File: src/logic/mbist_consts.svh
`ifndef MBIST_CONSTS_SVH
`define MBIST_CONSTS_SVH

// Instruction register field holding the pattern code
`define MB_INSTR_W       56
`define MB_CODE_HI       55
`define MB_CODE_LO       50

// Array enable bus layout
`define MB_EN_W          18
`define MB_EN_LOW_WAYS   16
`define MB_EN_HIGH_WAYS  17

// Address and data bus shape
`define MB_ADDR_W        9
`define MB_CPUS          4
`define MB_SLOT_W        72
`define MB_BUS_W         288
`define MB_TAG_W_NOPAR   22
`define MB_TAG_W_PAR     25
`define MB_PAD_NOPAR     10
`define MB_PAD_PAR       11

// Cache size codes and their top address
`define MB_SIZE_16K      2'h0
`define MB_SIZE_32K      2'h1
`define MB_AMAX_16K      9'h07F
`define MB_AMAX_32K      9'h0FF
`define MB_AMAX_64K      9'h1FF

// Pattern codes
`define MB_PAT_SOLID_WR  6'h00
`define MB_PAT_SOLID_RD  6'h01
`define MB_PAT_CKBD_WR   6'h02
`define MB_PAT_CKBD_RD   6'h03
`define MB_PAT_MARCH_CP  6'h04
`define MB_PAT_FAULT     6'h05
`define MB_PAT_ROW_MARCH 6'h06
`define MB_PAT_COL_MARCH 6'h07
`define MB_PAT_WL_RWR    6'h08
`define MB_PAT_BL_RWR    6'h09
`define MB_PAT_HAMMER    6'h0A
`define MB_PAT_MARCH_CY  6'h0B
`define MB_PAT_GO_NOGO   6'h3F

// Element flags
`define MB_F_NONE        6'h00
`define MB_F_DOWN        6'h20
`define MB_F_INV         6'h10
`define MB_F_CKBD        6'h08
`define MB_F_YFAST       6'h04
`define MB_F_SEED5       6'h02
`define MB_F_INJECT      6'h01

// Misc values and timing
`define MB_SEED_GO       4'h5
`define MB_INJECT_NIB    4'hF
`define MB_LAST_RWR      3'h2
`define MB_LAST_RW       3'h1
`define MB_LAST_BANG     3'h7
`define MB_BANG_FIRST_RW 3'h2
`define MB_DRAIN_CYC     2'h2

`endif

File: src/logic/mbist_pkg.sv
package mbist_pkg;

   // Kind of a march element, i.e. the operations applied per location
   typedef enum logic [2:0] {
      el_end  = 3'b000,
      el_wr   = 3'b001,
      el_rd   = 3'b010,
      el_rwr  = 3'b011,
      el_rw   = 3'b100,
      el_bang = 3'b101
   } kind_e;

   // One march element of a pattern program
   typedef struct packed {
      kind_e kind;
      logic  down;
      logic  inv;
      logic  ckbd;
      logic  yfast;
      logic  seed5;
      logic  inject;
   } elem_s;

   // Static test configuration sampled at start
   typedef struct packed {
      logic [1:0] cache_size;
      logic       parity;
      logic       way_group;
      logic [3:0] seed;
   } cfg_s;

   // Engine sequencing states
   typedef enum logic [1:0] {
      st_idle  = 2'b00,
      st_init  = 2'b01,
      st_run   = 2'b10,
      st_drain = 2'b11
   } state_e;

endpackage : mbist_pkg

File: src/logic/mbist_addr_gen.sv
`timescale 1ns/1ps
`default_nettype none
`include "mbist_consts.svh"

// Maps the linear march counter onto the array address {row, col}.
// The column sits in the two low address bits.
module mbist_addr_gen (
   input  wire logic [`MB_ADDR_W-1:0] cnt,
   input  wire logic [1:0]            cache_size,
   input  wire logic                  yfast,
   output logic      [`MB_ADDR_W-1:0] addr
);

   // Row fast: low counter bits go to the row field for each size
   logic [`MB_ADDR_W-1:0] x_16k;   // 7-bit array
   logic [`MB_ADDR_W-1:0] x_32k;   // 8-bit array
   logic [`MB_ADDR_W-1:0] x_64k;   // 9-bit array
   logic [`MB_ADDR_W-1:0] x_sel;   // Chosen row-fast address

   assign x_16k = {2'h0, cnt[4:0], cnt[6:5]};
   assign x_32k = {1'h0, cnt[5:0], cnt[7:6]};
   assign x_64k = {cnt[6:0], cnt[8:7]};

   // Size decode; an unused size code is treated as the largest array
   assign x_sel = (cache_size == `MB_SIZE_16K) ? x_16k :
                  (cache_size == `MB_SIZE_32K) ? x_32k : x_64k;

   // Column fast is the counter itself, column in the low bits
   assign addr = yfast ? cnt : x_sel;

endmodule : mbist_addr_gen
`default_nettype wire

File: src/logic/mbist_pattern_engine.sv
`timescale 1ns/1ps
`default_nettype none
`include "mbist_consts.svh"
// Self-test pattern engine for the coherency unit tag arrays.
// A pattern is a short program of march elements; each element walks
// the whole address range and applies one to eight operations per location.
module mbist_pattern_engine (
   input  wire logic                   clk,
   input  wire logic                   reset,
   input  wire logic                   start,
   input  wire logic [`MB_INSTR_W-1:0] test_instr,
   input  wire mbist_pkg::cfg_s        cfg,
   input  wire logic [`MB_BUS_W-1:0]   test_read_data,
   output logic      [`MB_EN_W-1:0]    array_enable_bus,
   output logic      [`MB_ADDR_W-1:0]  test_address_bus,
   output logic      [`MB_BUS_W-1:0]   test_write_data,
   output logic                        test_write_en,
   output logic                        test_read_en,
   output logic                        busy,
   output logic                        done,
   output logic                        fail
);
   // Build one element from kind and flag bits
   function automatic mbist_pkg::elem_s mk(input mbist_pkg::kind_e k, input logic [5:0] f);
      mk = {k, f};
   endfunction : mk
   // Pattern programs; an index past the last element reads as the end marker
   function automatic mbist_pkg::elem_s prog(input logic [5:0] code, input logic [3:0] idx);
      logic [5:0] yf;
      yf   = ((code == `MB_PAT_COL_MARCH) || (code == `MB_PAT_BL_RWR)) ? `MB_F_YFAST : `MB_F_NONE;
      prog = mk(mbist_pkg::el_end, `MB_F_NONE);
      case (code)
         `MB_PAT_SOLID_WR: if (idx == 4'h0) prog = mk(mbist_pkg::el_wr, `MB_F_NONE);
         `MB_PAT_SOLID_RD: if (idx == 4'h0) prog = mk(mbist_pkg::el_rd, `MB_F_NONE);
         `MB_PAT_CKBD_WR:  if (idx == 4'h0) prog = mk(mbist_pkg::el_wr, `MB_F_CKBD);
         `MB_PAT_CKBD_RD:  if (idx == 4'h0) prog = mk(mbist_pkg::el_rd, `MB_F_CKBD);
         `MB_PAT_MARCH_CP: begin
            case (idx)
               4'h0:    prog = mk(mbist_pkg::el_wr, `MB_F_NONE);
               4'h1:    prog = mk(mbist_pkg::el_rwr, `MB_F_NONE);
               4'h2:    prog = mk(mbist_pkg::el_rwr, `MB_F_INV);
               4'h3:    prog = mk(mbist_pkg::el_rwr, `MB_F_DOWN);
               4'h4:    prog = mk(mbist_pkg::el_rwr, `MB_F_DOWN | `MB_F_INV);
               4'h5:    prog = mk(mbist_pkg::el_rd, `MB_F_DOWN);
               default: prog = mk(mbist_pkg::el_end, `MB_F_NONE);
            endcase
         end
         `MB_PAT_FAULT: begin
            case (idx)
               4'h0:    prog = mk(mbist_pkg::el_wr, `MB_F_INJECT);
               4'h1:    prog = mk(mbist_pkg::el_rwr, `MB_F_NONE);
               4'h2:    prog = mk(mbist_pkg::el_rw, `MB_F_DOWN | `MB_F_INV);
               4'h3:    prog = mk(mbist_pkg::el_rd, `MB_F_NONE);
               default: prog = mk(mbist_pkg::el_end, `MB_F_NONE);
            endcase
         end
         `MB_PAT_ROW_MARCH, `MB_PAT_COL_MARCH: begin
            case (idx)
               4'h0:    prog = mk(mbist_pkg::el_wr, yf);
               4'h1:    prog = mk(mbist_pkg::el_rwr, yf);
               4'h2:    prog = mk(mbist_pkg::el_rwr, yf | `MB_F_DOWN | `MB_F_INV);
               4'h3:    prog = mk(mbist_pkg::el_rd, yf);
               default: prog = mk(mbist_pkg::el_end, `MB_F_NONE);
            endcase
         end
         `MB_PAT_WL_RWR, `MB_PAT_BL_RWR: begin
            case (idx)
               4'h0:    prog = mk(mbist_pkg::el_wr, yf);
               4'h1:    prog = mk(mbist_pkg::el_rwr, yf);
               4'h2:    prog = mk(mbist_pkg::el_rwr, yf | `MB_F_DOWN | `MB_F_INV);
               default: prog = mk(mbist_pkg::el_end, `MB_F_NONE);
            endcase
         end
         `MB_PAT_HAMMER: begin
            case (idx)
               4'h0:    prog = mk(mbist_pkg::el_wr, `MB_F_NONE);
               4'h1:    prog = mk(mbist_pkg::el_bang, `MB_F_NONE);
               default: prog = mk(mbist_pkg::el_end, `MB_F_NONE);
            endcase
         end
         `MB_PAT_MARCH_CY: begin
            case (idx)
               4'h0:    prog = mk(mbist_pkg::el_wr, `MB_F_YFAST);
               4'h1:    prog = mk(mbist_pkg::el_rw, `MB_F_YFAST);
               4'h2:    prog = mk(mbist_pkg::el_rw, `MB_F_YFAST | `MB_F_INV);
               4'h3:    prog = mk(mbist_pkg::el_rw, `MB_F_YFAST | `MB_F_DOWN);
               4'h4:    prog = mk(mbist_pkg::el_rw, `MB_F_YFAST | `MB_F_DOWN | `MB_F_INV);
               4'h5:    prog = mk(mbist_pkg::el_rd, `MB_F_YFAST | `MB_F_DOWN);
               default: prog = mk(mbist_pkg::el_end, `MB_F_NONE);
            endcase
         end
         `MB_PAT_GO_NOGO: begin
            case (idx)
               4'h0, 4'h2: prog = mk(mbist_pkg::el_wr, `MB_F_CKBD | `MB_F_SEED5);
               4'h1, 4'h3: prog = mk(mbist_pkg::el_rd, `MB_F_CKBD | `MB_F_SEED5);
               4'h4:       prog = mk(mbist_pkg::el_wr, `MB_F_YFAST);
               4'h5:       prog = mk(mbist_pkg::el_rwr, `MB_F_YFAST);
               4'h6:       prog = mk(mbist_pkg::el_rwr, `MB_F_YFAST | `MB_F_DOWN | `MB_F_INV);
               4'h7:       prog = mk(mbist_pkg::el_wr, `MB_F_NONE);
               4'h8:       prog = mk(mbist_pkg::el_bang, `MB_F_NONE);
               default:    prog = mk(mbist_pkg::el_end, `MB_F_NONE);
            endcase
         end
         // Unknown codes end at once without touching the arrays
         default: prog = mk(mbist_pkg::el_end, `MB_F_NONE);
      endcase
   endfunction : prog
   // Sequencer state
   mbist_pkg::state_e     state_r, state_nxt;   // Engine state
   mbist_pkg::cfg_s       cfg_r;                // Configuration held for the run
   logic [5:0]            code_r;               // Latched pattern code
   logic [3:0]            elem_r, elem_nxt;     // Current element index
   logic [2:0]            op_r, op_nxt;         // Operation within a location
   logic [`MB_ADDR_W-1:0] cnt_r, cnt_nxt;       // Linear march counter
   logic [1:0]            drain_r, drain_nxt;   // Cycles left for the read pipe
   logic                  done_nxt;             // End-of-test pulse
   logic                  fail_nxt;             // Sticky mismatch flag
   // Compare pipeline
   logic                  cmp_pend_r;           // Read data due this cycle
   logic [`MB_BUS_W-1:0]  cmp_exp_r;            // Expected read data
   logic                  mismatch;             // Read data differs
   // Decode of the current element
   mbist_pkg::elem_s      cur;                  // Element being walked
   mbist_pkg::elem_s      nxt;                  // Element that follows
   logic [`MB_ADDR_W-1:0] amax;                 // Top address for the size
   logic [2:0]            op_last;              // Last operation index
   logic                  at_end;               // Counter at the element's far end
   logic [`MB_ADDR_W-1:0] lin_addr;             // Counter mapped to {row, col}
   logic                  is_bang_row;          // Hammer write to row 0
   logic [`MB_ADDR_W-1:0] iss_addr;             // Address issued this cycle
   logic                  running;              // An element is active
   logic                  iss_rd;               // Read issued this cycle
   logic                  iss_we;               // Write issued this cycle
   logic                  pol;                  // Data polarity for this access
   logic [3:0]            seed_use;             // Seed in force
   logic [63:0]           solid64;              // Seed replicated 16 times
   logic [24:0]           word;                 // Tag word, parity width
   logic [`MB_BUS_W-1:0]  wr_bus;               // Data for all CPUs
   logic [`MB_EN_W-1:0]   en_sel;               // One-hot array group select
   assign cur = prog(code_r, elem_r);
   assign nxt = prog(code_r, elem_r + 4'h1);
   // Top address per cache size: 128, 256 or 512 entries
   assign amax = (cfg_r.cache_size == `MB_SIZE_16K) ? `MB_AMAX_16K :
                 (cfg_r.cache_size == `MB_SIZE_32K) ? `MB_AMAX_32K : `MB_AMAX_64K;
   // Operations per location for each element kind
   assign op_last = (cur.kind == mbist_pkg::el_rwr)  ? `MB_LAST_RWR :
                    (cur.kind == mbist_pkg::el_rw)   ? `MB_LAST_RW :
                    (cur.kind == mbist_pkg::el_bang) ? `MB_LAST_BANG : 3'h0;
   assign at_end  = cur.down ? (cnt_r == '0) : (cnt_r == amax);
   mbist_addr_gen u_addr_gen (
      .cnt        (cnt_r),
      .cache_size (cfg_r.cache_size),
      .yfast      (cur.yfast),
      .addr       (lin_addr)
   );
   // Hammer writes after the first go to the same column in row 0
   assign is_bang_row = (cur.kind == mbist_pkg::el_bang) && (op_r >= `MB_BANG_FIRST_RW);
   assign iss_addr    = is_bang_row ? {7'h00, lin_addr[1:0]} : lin_addr;
   // First operation of a location reads except in write elements, middle ones write inverse
   assign running = (state_r == mbist_pkg::st_run) && (cur.kind != mbist_pkg::el_end);
   assign iss_rd  = running && ((cur.kind == mbist_pkg::el_rd) ||
                    ((cur.kind != mbist_pkg::el_wr) && (op_r == 3'h0)) ||
                    ((cur.kind == mbist_pkg::el_rwr) && (op_r == `MB_LAST_RWR)));
   assign iss_we  = running && !iss_rd;
   // Polarity: element inverse, flipped after the first op, checkerboard, injected fault
   assign pol = cur.inv ^ (op_r != 3'h0)
              ^ (cur.ckbd & (iss_addr[2] ^ iss_addr[0]))
              ^ (cur.inject & iss_we & (iss_addr[3:0] == `MB_INJECT_NIB));
   assign seed_use = cur.seed5 ? `MB_SEED_GO : cfg_r.seed;
   assign solid64  = {16{seed_use}};
   // Without parity the top three bits are cleared so the word is 22 bits
   assign word = cfg_r.parity ? (solid64[24:0] ^ {25{pol}})
                              : {3'h0, solid64[21:0] ^ {22{pol}}};
   // Per CPU: word for way 1/3 above word for way 0/2, each zero padded
   generate
      for (genvar g = 0; g < `MB_CPUS; g = g + 1) begin : g_cpu
         assign wr_bus[g*`MB_SLOT_W +: `MB_SLOT_W] = cfg_r.parity
            ? {11'h000, word, 11'h000, word}
            : {8'h00, 10'h000, word[21:0], 10'h000, word[21:0]};
      end
   endgenerate
   // Only the selected pair of ways is enabled during a run
   assign en_sel = cfg_r.way_group ? (18'h0_0001 << `MB_EN_HIGH_WAYS)
                                   : (18'h0_0001 << `MB_EN_LOW_WAYS);
   // Any difference in the returned bus, pad bits included, is a failure
   assign mismatch = cmp_pend_r && (test_read_data != cmp_exp_r);
   // Start clears the flag, but a mismatch in the same cycle still sets it
   assign fail_nxt = (fail & ~(start & (state_r == mbist_pkg::st_idle))) | mismatch;
   // Sequencer next state
   always_comb begin
      state_nxt = state_r;
      elem_nxt  = elem_r;
      op_nxt    = op_r;
      cnt_nxt   = cnt_r;
      drain_nxt = drain_r;
      done_nxt  = 1'h0;
      case (state_r)
         mbist_pkg::st_idle: begin
            // Requests while busy are ignored
            if (start) begin
               state_nxt = mbist_pkg::st_init;
               elem_nxt  = 4'h0;
               op_nxt    = 3'h0;
            end
         end
         mbist_pkg::st_init: begin
            // Code is latched now, so the first element's direction is known
            cnt_nxt   = cur.down ? amax : '0;
            state_nxt = mbist_pkg::st_run;
         end
         mbist_pkg::st_run: begin
            if (cur.kind == mbist_pkg::el_end) begin
               state_nxt = mbist_pkg::st_drain;
               drain_nxt = `MB_DRAIN_CYC;
            end else if (op_r != op_last) begin
               op_nxt = op_r + 3'h1;
            end else begin
               op_nxt = 3'h0;
               if (at_end) begin
                  // Each element restarts at 0 or at the top address
                  elem_nxt = elem_r + 4'h1;
                  cnt_nxt  = nxt.down ? amax : '0;
               end else begin
                  cnt_nxt = cur.down ? (cnt_r - 9'h001) : (cnt_r + 9'h001);
               end
            end
         end
         mbist_pkg::st_drain: begin
            // Let the last read reach the comparator before reporting
            if (drain_r == 2'h0) begin
               state_nxt = mbist_pkg::st_idle;
               done_nxt  = 1'h1;
            end else begin
               drain_nxt = drain_r - 2'h1;
            end
         end
         default: state_nxt = mbist_pkg::st_idle;
      endcase
   end
   // Sequencer registers
   always_ff @(posedge clk) begin
      if (reset) begin
         state_r <= mbist_pkg::st_idle;
         elem_r  <= 4'h0;
         op_r    <= 3'h0;
         cnt_r   <= '0;
         drain_r <= 2'h0;
         done    <= 1'h0;
         fail    <= 1'h0;
      end else begin
         state_r <= state_nxt;
         elem_r  <= elem_nxt;
         op_r    <= op_nxt;
         cnt_r   <= cnt_nxt;
         drain_r <= drain_nxt;
         done    <= done_nxt;
         fail    <= fail_nxt;
      end
   end
   // Pattern code and configuration are held for the whole run
   always_ff @(posedge clk) begin
      if (reset) begin
         code_r <= 6'h00;
         cfg_r  <= '0;
      end else if (start && (state_r == mbist_pkg::st_idle)) begin
         code_r <= test_instr[`MB_CODE_HI:`MB_CODE_LO];
         cfg_r  <= cfg;
      end
   end
   // Array side outputs, one cycle after issue
   always_ff @(posedge clk) begin
      if (reset) begin
         array_enable_bus <= '0;
         test_address_bus <= '0;
         test_write_data  <= '0;
         test_write_en    <= 1'h0;
         test_read_en     <= 1'h0;
      end else begin
         array_enable_bus <= (state_r == mbist_pkg::st_run) ? en_sel : '0;
         test_address_bus <= running ? iss_addr : '0;
         test_write_data  <= running ? wr_bus : '0;
         test_write_en    <= iss_we;
         test_read_en     <= iss_rd;
      end
   end
   // Read data returns one cycle after the read strobe; expected data follows it
   always_ff @(posedge clk) begin
      if (reset) begin
         cmp_pend_r <= 1'h0;
         cmp_exp_r  <= '0;
      end else begin
         cmp_pend_r <= test_read_en;
         cmp_exp_r  <= test_write_data;
      end
   end
   assign busy = (state_r != mbist_pkg::st_idle);
endmodule : mbist_pattern_engine
`default_nettype wire

File: config.mk
export PLATFORM = sky130hd
export DESIGN_NAME = mbist_pattern_engine
export DESIGN_NICKNAME = d
export VERILOG_FILES = /design/src/logic/mbist_pkg.sv /design/src/logic/mbist_addr_gen.sv /design/src/logic/mbist_pattern_engine.sv
export VERILOG_INCLUDE_DIRS = /design/src /design/src/logic
export SDC_FILE = /design/constraint.sdc
export NUM_CORES = 1
export LEC_CHECK = 0
export BUFFER_PORTS_ARGS = -buffer_cell sky130_fd_sc_hd__buf_4
export CORE_AREA = 2 2 261 263
export CTS_CLUSTER_DIAMETER = 30
export DETAILED_ROUTE_END_ITERATION = 8
export DIE_AREA = 0 0 263 265
export SLEW_MARGIN = 20
export SYNTH_ARGS = -nofsm -noshare
export SYNTH_HDL_FRONTEND = slang
export SYNTH_SLANG_ARGS = --single-unit
File: constraint.sdc
create_clock -name clk -period 4 [get_ports clk]
set_input_delay 0.8 -clock clk [delete_from_list [all_inputs] [get_ports clk]]
set_output_delay 0.8 -clock clk [all_outputs]
set_load 0.02 [all_outputs]
==> run summary, run 1 <==
status -> complete, no violations
routed vias -> 8827
Max Clock Skew -> 0.01179 ns
relative slew slack -> 39.60%
Top delay family on crit path -> simple AND/OR/NAND/NOR gates
Synth Area in Adders -> 3.460%
max incr delay on CP -> 0.52 ns
Yosys reg bits -> 80
# IOs -> 675
Core Box Area -> 0.06680 mm^2
internal power -> 0.002177 W
Post-Syn Instances -> 1095
Overall Global Routing Usage -> 11.16%
r2r startpoint -> elem_r[0]
DR vias/cell -> 3.782
worst reg-to-reg path cell count -> 17
die outline height -> 265 um
Final min period -> 3.776 ns
critical path required time -> 4.22 ns
Final Max Tran Viols -> 0
main combinational cell family by area after synthesis -> buffers and inverters
antenna violations before repair -> 20
post-synth cell types -> 75
DRC -> 0
final hold vios -> 0
Hold EP -> array_enable_bus[16]
cts bufs inserted -> 9
CP most frequent cell -> buf_4
CP Class -> flop to flop
multiplexer share of the synthesized area -> 1.470%
Placed Area -> 0.01164 mm^2
initial core utilization -> 12.23%
Post-DP HPWL -> 35.55 mm
synthesized cell area -> 0.008173 mm^2
htree depth -> 3
DRT Pass-1 Iters -> 7
sequential area share after synthesis -> 19.60%
Main synth FF type -> dfxtp_1
clock latency on the worst-skew pair -> 0.36 ns
CP bufs+invs -> 4
Psw -> 0.001357 W
# rows -> 95
global-route wire length before repair -> 56.30 mm
Nets -> 1827
post-route worst setup slack -> 0.2238 ns
largest fanout on the critical path -> 15
Die ar. -> 0.06970 mm^2
Seq pwr share -> 28.4%
slowest CP cell -> or4b_4
clock root buffer -> clkbuf_16
Comb power frac -> 43.8%
Yosys warning total -> 0
GP Congestion -> 0.9824
Clk network pwr share -> 27.7%
IR drop worst, VDD -> 0.0003204 V
post-synthesis compound-gate area fraction -> 15.14%
pwr/cell area -> 294.0 mW/mm^2
final setup fails -> 0
layout cell share with drive strength beyond 1 -> 42.92%
Final ANT Viol Nets -> 0
Wirelength per Cell -> 17.90 um
HP Class -> flop to flop
Sw Ratio -> 38.39%
Post-synth EDFFs -> 0
Avg Inst Size Synth -> 7.464 um^2
post-synthesis simple-gate area fraction -> 27.59%
drt total wl -> 41.78 mm
clock buffer depth -> 2
grt ovf -> 0
Max Clk Rate -> 264.8 MHz
Die Wd -> 263 um
min-delay src -> cfg_r[4]
Synth Area in XOR/XNOR -> 3.092%
final hold slack -> 0.4365 ns
worst-margin pin slew -> 0.9048 ns
drt first-iter violations -> 550
crit end category -> flop
post-route cell area -> 0.01202 mm^2
IO buf count -> 536
Max-cap violations -> 0
vias in the first global route -> 8136
R2R Setup Slk -> 0.22 ns
final core utilization -> 17.99%
cell leakage power -> 5.472 nW
Area Growth Syn to Fin -> 47.08%
Clock transition at path regs -> 0.06 ns
crit start category -> flop
pre-CTS WS -> 0.1411 ns
CTS Sinks -> 80
Critical Path, Cell by Cell -> inv_1 -> ha_1 -> buf_4 -> a211oi_1 -> nor3_1 -> a22oi_1 -> nand4_1 -> buf_4 -> nor4_1 -> a31oi_1 -> nor4b_1 -> buf_4 -> or4b_4 -> a21oi_2 -> ha_1 -> nor2_1 -> a2111oi_4
CTS tree -> built
largest net degree at the start of global routing -> 55
Critical Path AT -> 3.99 ns
Post-synth ARST share -> 0%
Tcrit/Tclk final -> 94.41%
worst hold path stage count -> 1
-- synthesized netlist by cell type, drive strengths merged (19+ instances only) --
library cell	instances	area, um^2
nor2	71	269.0
ha	21	262.8
inv	21	78.83
buf	298	2228
nand3	39	195.2
clkbuf	30	112.6
nand2	79	296.5
and3	36	230.2
dfxtp	80	1602
nor4	43	269.0
a21oi	47	235.2
xnor2	20	182.7
o21ai	46	234.0
or4	27	206.5
nor2b	19	118.9
nand4	29	181.4
nor3	34	181.4
-- registers in the layout, indices dropped and copies added (netlist names), named ones only --
name	cells
code_r	6
test_read_en	1
test_address_bus	9
fail	1
drain_r	2
cfg_r	8
state_r	2
test_write_data	12
array_enable_bus	2
op_r	3
cnt_r	9
elem_r	4
done	1
cmp_pend_r	1
cmp_exp_r	12
test_write_en	1
-- power groups by stage --
stage,sequential [W],combinational [W],clock (W)
after floorplan,0.000978,0.00103,0
after global placement,0.00102,0.00153,0
after detailed placement,0.00102,0.00154,0
after CTS,0.00100,0.00155,0.00102
after global routing,0.00102,0.00170,0.00105
final,0.00100,0.00155,0.000980
-- how the worst max path moves through the flow --
stage               startpoint    to  depth (start not counted)
global placement     elem_r[1]  flop                         15
CTS                  elem_r[1]  flop                         15
finish               elem_r[0]  flop                         17
global route         code_r[3]  flop                         13
detailed placement   elem_r[1]  flop                         15
floorplan            elem_r[1]  flop                         14
-- worst register-to-register path, delay by kind of cell (launching register included) --
family	cells	cell delay, ns
AO/OA/AOI/OAI	5	0.72
adder cells (fa/ha/maj)	2	0.52
buffers and inverters	4	0.65
flip-flops	1	0.37
AND/OR/NAND/NOR	6	1.38
-- placed cells by master (no fill, tap or decap), drive strengths merged, types with 5 or more instances in the layout --
master   count
buf        585
conb        88
dfxtp       80
nand2       79
nor2        71
a21oi       47
o21ai       46
nor4        43
nand3       39
and3        36
nor3        34
nand4       29
or4         27
inv         23
ha          21
xnor2       20
nor2b       19
a211oi      12
mux2i       12
or3          9
clkbuf       9
xor2         8
a31oi        8
a2111oi      8
diode        7
nand2b       7
a22oi        7
o2111ai      7
o22ai        6
a21o         5
o32ai        5
-- area by class of cell --
type / instances / area, um^2
antenna: 7 / 17.52
clock buffer: 9 / 225.2
clock inverter: 6 / 115.1
fill: 7602 / 54780
inverter: 21 / 78.83
multi-input combinational: 753 / 4494
sequential: 80 / 1605
tap: 873 / 1092
timing repair buffer: 585 / 4392
-- cell families (layout without fill, tap and decap cells) --
| logic type | count (synthesis) | after routing |
|---|---|---|
| DFF | 80 | 80 |
| muxes | 12 | 12 |
| other | 1 | 95 |
| xor gates and xnor gates | 28 | 28 |
| AOI/OAI and AO/OA | 186 | 186 |
| adders and majority gates | 22 | 22 |
| buffers and inverters | 349 | 621 |
| and+or+nand+nor | 417 | 417 |
-- layer usage --
layer	track usage, %	part of all wire, %
met1	12.10	37
met2	20.29	51
met3	2.517	6.7
met4	5.668	5.7
met5	0	0
-- repair_timing --
| item | CTS | global route |
|---|---|---|
| setup buffers | 0 | 0 |
| endpoints found under the hold margin | 0 | 0 |
| setup endpoints to repair | 0 | 1 |
| hold buffers | 0 | 0 |
| gates resized for setup | 0 | 6 |
-- through the flow --
step / total power, W / setup TNS, ns / instances
finish: 0.003534 / 0 / 2334
global route: 0.003770 / -0.004787 / 2333
CTS: 0.003569 / 0 / 2327
detailed placement: 0.002563 / 0 / 2312
global placement: 0.002553 / 0 / 2312
floorplan: 0.002011 / 0 / 1182
(Power assumes the default switching activity.)
==> run 2: changes to the inputs <==
--- a/config.mk
+++ b/config.mk
@@ -7,10 +7,10 @@
 export NUM_CORES = 1
 export LEC_CHECK = 0
 export BUFFER_PORTS_ARGS = -buffer_cell sky130_fd_sc_hd__buf_4
-export CORE_AREA = 2 2 261 263
+export CORE_AREA = 4 4 263 265
 export CTS_CLUSTER_DIAMETER = 30
 export DETAILED_ROUTE_END_ITERATION = 8
-export DIE_AREA = 0 0 263 265
+export DIE_AREA = 0 0 267 269
 export SLEW_MARGIN = 20
 export SYNTH_ARGS = -nofsm -noshare
 export SYNTH_HDL_FRONTEND = slang
==> run 2 against run 1 <==
  * Clock power decreased by 2%
  * Non-clock buffer count unchanged
  * Utilization barely moved
  * Die area increased by 3.1%
  * Via count is 0.99% lower
  * Cell count increased by 0.13%
  * Cell area increased by 0.11%
  * Critical path depth down 2
  * Flip-flop and latch count did not move
  * Critical path type unchanged
==> run summary, run 2 (same netlist as run 1, synthesis figures left out) <==
status -> complete, no violations
CP bufs+invs -> 3
cts bufs inserted -> 9
r2r startpoint -> elem_r[1]
IO buf count -> 536
min-delay src -> cfg_r[4]
setup_tns -> 0 ns
Core Box Area -> 0.06680 mm^2
clock latency on the worst-skew pair -> 0.35 ns
Met1 Wirelength -> 16.27 mm
Area Growth Syn to Fin -> 47.24%
grt ovf -> 0
# IOs -> 675
clock buffer depth -> 2
Largest regs -> cmp_exp_r: 12 flops, test_write_data: 12 flops
cell leakage power -> 5.465 nW
commonest non-fill, non-tap cell in the layout -> buf_4
DRT Pass-1 Iters -> 5
Clock transition at path regs -> 0.06 ns
R2R Setup Slk -> 0.16 ns
Seq pwr share -> 28.3%
slowest CP cell -> or4_4
Hold EP -> array_enable_bus[16]
CTS Sinks -> 80
Overall Global Routing Usage -> 11.12%
max incr delay on CP -> 0.53 ns
initial core utilization -> 12.23%
Post-DP HPWL -> 37.06 mm
clock root buffer -> clkbuf_16
Clk network pwr share -> 27.2%
largest net degree at the start of global routing -> 55
overall power -> 0.003542 W
Routed met2 length -> 22.42 mm
Final Max Tran Viols -> 0
htree depth -> 3
Storage cell area -> 0.001607 mm^2
Final min period -> 3.838 ns
layout filler cell count -> 7622
total placed cells including tap cells -> 2311
Die ar. -> 0.07182 mm^2
Final ANT Viol Nets -> 0
global-route wire length before repair -> 57.39 mm
fin cells -> 2337
drt total wl -> 44.23 mm
crit end category -> flop
final core utilization -> 18.01%
pwr/cell area -> 294.3 mW/mm^2
CTS tree -> built
Psw -> 0.001369 W
worst hold path stage count -> 1
relative slew slack -> 31.98%
GP Congestion -> 0.9494
Wirelength per Cell -> 18.93 um
pre-CTS WS -> 0.1049 ns
critical path required time -> 4.20 ns
Critical Path, Cell by Cell -> inv_1 -> ha_1 -> inv_1 -> a21oi_1 -> a32o_1 -> or2_2 -> or4_4 -> o21ai_2 -> nor4b_1 -> buf_4 -> or4b_4 -> a21oi_2 -> ha_1 -> nor2_1 -> a2111oi_4
post-route worst setup slack -> 0.1620 ns
Comb power frac -> 44.5%
worst reg-to-reg path cell count -> 15
Critical Path AT -> 4.04 ns
die outline height -> 269 um
HP Class -> flop to flop
final setup fails -> 0
antenna violations before repair -> 20
Nets -> 1827
IR drop worst, VDD -> 0.0002545 V
CP Class -> flop to flop
Max-cap violations -> 0
worst-margin pin slew -> 1.019 ns
Top delay family on crit path -> simple AND/OR/NAND/NOR gates
vias in the first global route -> 7857
hold buffers post-CTS -> 0
Max Clk Rate -> 260.6 MHz
Max Clock Skew -> 0.006615 ns
final hold vios -> 0
Tcrit/Tclk final -> 95.95%
Sw Ratio -> 38.66%
met3 routed WL -> 3.611 mm
internal power -> 0.002172 W
top routing layer in use -> met5
DRC -> 0
largest fanout on the critical path -> 6
routed vias -> 8740
commonest non-fill, non-tap cells in the layout -> 585 x buf_4, 88 x conb_1, 79 x nand2_1, 76 x dfxtp_1, 69 x nor2_1
crit start category -> flop
layout cell share with drive strength beyond 1 -> 43.15%
DR vias/cell -> 3.740
drt first-iter violations -> 569
# rows -> 95
area of the multi-input gates -> 0.004501 mm^2
Die Wd -> 267 um
[run 2: cell count changes in the layout (fill, tap and decap cells not counted), sizes merged]
cell	previous run	this run
diode	7	11
inv	23	20
clkinv	0	2
[run 2: power groups by stage]
stage	registers [W]	logic (W)	clock network [W]
2_1_floorplan	0.000978	0.00103	0
3_3_place_gp	0.00102	0.00155	0
3_5_place_dp	0.00102	0.00155	0
4_1_cts	0.00100	0.00156	0.00100
5_1_grt	0.00102	0.00171	0.00103
6_report	0.00100	0.00158	0.000962
[run 2: metal layers]
| metal | track usage, % | up-vias |
|---|---|---|
| met3 | 3.677 | 67 |
| met5 | 0 | - |
| met2 | 19.82 | 417 |
| met4 | 5.154 | 2 |
| met1 | 11.97 | 3984 |
| li1 | - | 4270 |
[run 2: what timing repair did]
action                                  in CTS  in global routing
setup buffers                                0                  1
gates resized for setup                      0                  8
endpoints found under the setup margin       0                  2
[run 2: worst max-delay path by stage]
stage	startpoint	to	slack [ns]	depth (start not counted)
6_report	elem_r[1]	flop	0.16	15
3_5_place_dp	elem_r[0]	flop	0.10	15
2_1_floorplan	elem_r[1]	flop	0.31	14
4_1_cts	elem_r[1]	flop	0.08	15
3_3_place_gp	elem_r[1]	flop	0.16	15
5_1_grt	elem_r[1]	flop	-0.008	14
[run 2: area by class of cell]
| type | instances | share of cell area [%] |
|---|---|---|
| multi-input combinational | 753 | 37.40 |
| timing repair buffer | 585 | 36.49 |
| sequential | 80 | 13.35 |
| tap | 873 | 9.077 |
| clock buffer | 9 | 1.871 |
| clock inverter | 5 | 0.8942 |
| inverter | 21 | 0.6862 |
| antenna | 11 | 0.2287 |
[run 2: per-stage QoR]
stage | hold WS (ns) | cell area [um^2]
after CTS | 0.4435 | 11970
after floorplan | 0.4036 | 8499
after global routing | 0.4684 | 12030
final | 0.4397 | 12030
after global placement | 0.4246 | 11640
after detailed placement | 0.4329 | 11640
==> run 3: changes to the inputs <==
--- a/config.mk
+++ b/config.mk
@@ -6,11 +6,16 @@
 export SDC_FILE = /design/constraint.sdc
 export NUM_CORES = 1
 export LEC_CHECK = 0
+export ABC_AREA = 0
 export BUFFER_PORTS_ARGS = -buffer_cell sky130_fd_sc_hd__buf_4
-export CORE_AREA = 4 4 263 265
+export CELL_PAD_IN_SITES_DETAIL_PLACEMENT = 0
+export CELL_PAD_IN_SITES_GLOBAL_PLACEMENT = 1
+export CORE_AREA = 4 4 259 261
 export CTS_CLUSTER_DIAMETER = 30
 export DETAILED_ROUTE_END_ITERATION = 8
-export DIE_AREA = 0 0 267 269
+export DIE_AREA = 0 0 263 265
+export GPL_ROUTABILITY_DRIVEN = 0
+export PLACE_DENSITY_LB_ADDON = 0.1
 export SLEW_MARGIN = 20
 export SYNTH_ARGS = -nofsm -noshare
 export SYNTH_HDL_FRONTEND = slang
==> run 3 against run 2 <==
  * Flip-flop and latch count is the same
  * Fmax grew 0.29%
  * Sequential power is essentially flat
  * Sequential share of layout area shrank 0.30 points
  * Worst setup slack gained 0.011 ns
  * Via count grew 0.30%
  * Global-route usage grew 1.6 points
  * Largest cell class is now non-clock buffers
==> run summary, run 3 (same netlist as run 1, synthesis figures left out) <==
CP most frequent cell -> buf_4
global-route wire length before repair -> 65.85 mm
die outline height -> 265 um
Overall Global Routing Usage -> 12.76%
clock root buffer -> clkbuf_16
Wirelength per Cell -> 20.28 um
total placed cells including tap cells -> 2336
htree depth -> 3
Clock transition at path regs -> 0.06 ns
Critical Path, Cell by Cell -> inv_1 -> ha_2 -> or4_1 -> a32oi_2 -> buf_4 -> and3_4 -> buf_4 -> nand2_1 -> o21ai_2 -> nor4b_2 -> buf_4 -> or4b_4 -> a21oi_2 -> ha_1 -> nor2_1 -> a2111oi_4
IO buf count -> 536
pwr/cell area -> 292.3 mW/mm^2
min-delay src -> cfg_r[4]
setup_tns -> 0 ns
antenna violations before repair -> 17
crit start category -> flop
CTS tree -> built
DR vias/cell -> 3.718
final setup fails -> 0
cts bufs inserted -> 9
crit path launch -> elem_r[1]
Core Box Area -> 0.06446 mm^2
routed vias -> 8766
Top delay family on crit path -> simple AND/OR/NAND/NOR gates
crit end category -> flop
Max-cap violations -> 0
DRC -> 0
# IOs -> 675
Final ANT Viol Nets -> 0
DRT Pass-1 Iters -> 4
critical path required time -> 4.21 ns
drt first-iter violations -> 388
Tcrit/Tclk final -> 95.68%
Placed Area -> 0.01195 mm^2
cell leakage power -> 5.693 nW
r2r startpoint -> elem_r[1]
Die ar. -> 0.06970 mm^2
post-route cell area -> 0.01232 mm^2
IR drop worst, VDD -> 0.0002491 V
largest net degree at the start of global routing -> 55
layout cell share with drive strength beyond 1 -> 45.06%
commonest non-fill, non-tap cells in the layout -> 627 x buf_4, 88 x conb_1, 79 x nand2_1, 75 x dfxtp_1, 70 x nor2_1
Critical Path AT -> 4.04 ns
Final min period -> 3.827 ns
status -> complete, no violations
grt ovf -> 0
relative slew slack -> 44.02%
CP bufs+invs -> 4
Die Wd -> 263 um
RSZ-0062 raised after global routing -> yes
Largest regs -> cmp_exp_r: 12 flops, test_write_data: 12 flops
Area Growth Syn to Fin -> 50.69%
Post-DP HPWL -> 41.23 mm
largest fanout on the critical path -> 7
hold buffers post-CTS -> 0
fin cells -> 2358
vias in the first global route -> 8754
Final Max Tran Viols -> 0
drt total wl -> 47.83 mm
slowest CP cell -> or4_1
Max Clk Rate -> 261.3 MHz
final core utilization -> 19.10%
CP Class -> flop to flop
final hold vios -> 0
worst-margin pin slew -> 0.8397 ns
CTS Sinks -> 80
initial core utilization -> 12.68%
Max Clock Skew -> 0.01249 ns
# rows -> 93
commonest non-fill, non-tap cell in the layout -> buf_4
HP Class -> flop to flop
max incr delay on CP -> 0.57 ns
clock buffer depth -> 2
clock latency on the worst-skew pair -> 0.37 ns
Nets -> 1870
-- run 3: cell type report --
| cell class | instances | area [um^2] |
|---|---|---|
| timing repair buffer | 628 | 4727 |
| antenna | 5 | 12.51 |
| sequential | 80 | 1608 |
| inverter | 21 | 78.83 |
| clock inverter | 4 | 45.04 |
| clock buffer | 12 | 236.5 |
| tap | 855 | 1070 |
| fill | 7437 | 52150 |
| multi-input combinational | 753 | 4538 |
-- run 3: metal layers --
| metal | track usage (%) | up-vias | share of wire (%) |
|---|---|---|---|
| met5 | 0 | - | 0.33 |
| met4 | 2.497 | 24 | 0.87 |
| met3 | 4.186 | 42 | 6.9 |
| met2 | 23.80 | 275 | 53 |
| met1 | 14.21 | 4064 | 39 |
| li1 | - | 4361 | - |
-- run 3: what timing repair did --
item	CTS	global route
gates resized for setup	0	14
setup buffers	0	1
setup endpoints to repair	0	11
-- run 3: final timing paths --
| check | slack (ns) | endpoint | cells after the start |
|---|---|---|---|
| worst max register to register | 0.17 | flop | 16 |
| worst min register to register | 0.44 | array_enable_bus[16] | 1 |
| worst max-delay path | 0.17 | flop | 16 |
| worst min-delay path | 0.44 | array_enable_bus[16] | 1 |
-- run 3: metrics by stage --
step	total power, W	hold slack (ns)	setup WS, ns
2_1_floorplan	0.002011	0.4036	0.3067
3_3_place_gp	0.002786	0.4341	-0.03963
3_5_place_dp	0.002790	0.4443	0.04319
4_1_cts	0.003687	0.4522	0.01757
5_1_grt	0.003876	0.4676	-0.01996
6_report	0.003600	0.4398	0.1730
-- run 3: power by group --
group	total, W	switching, W	internal, W
Combinational	0.00176	0.000966	0.000795
Sequential	0.000987	0.000105	0.000881
Clock	0.000852	0.000370	0.000482
Total	0.00360	0.00144	0.00216
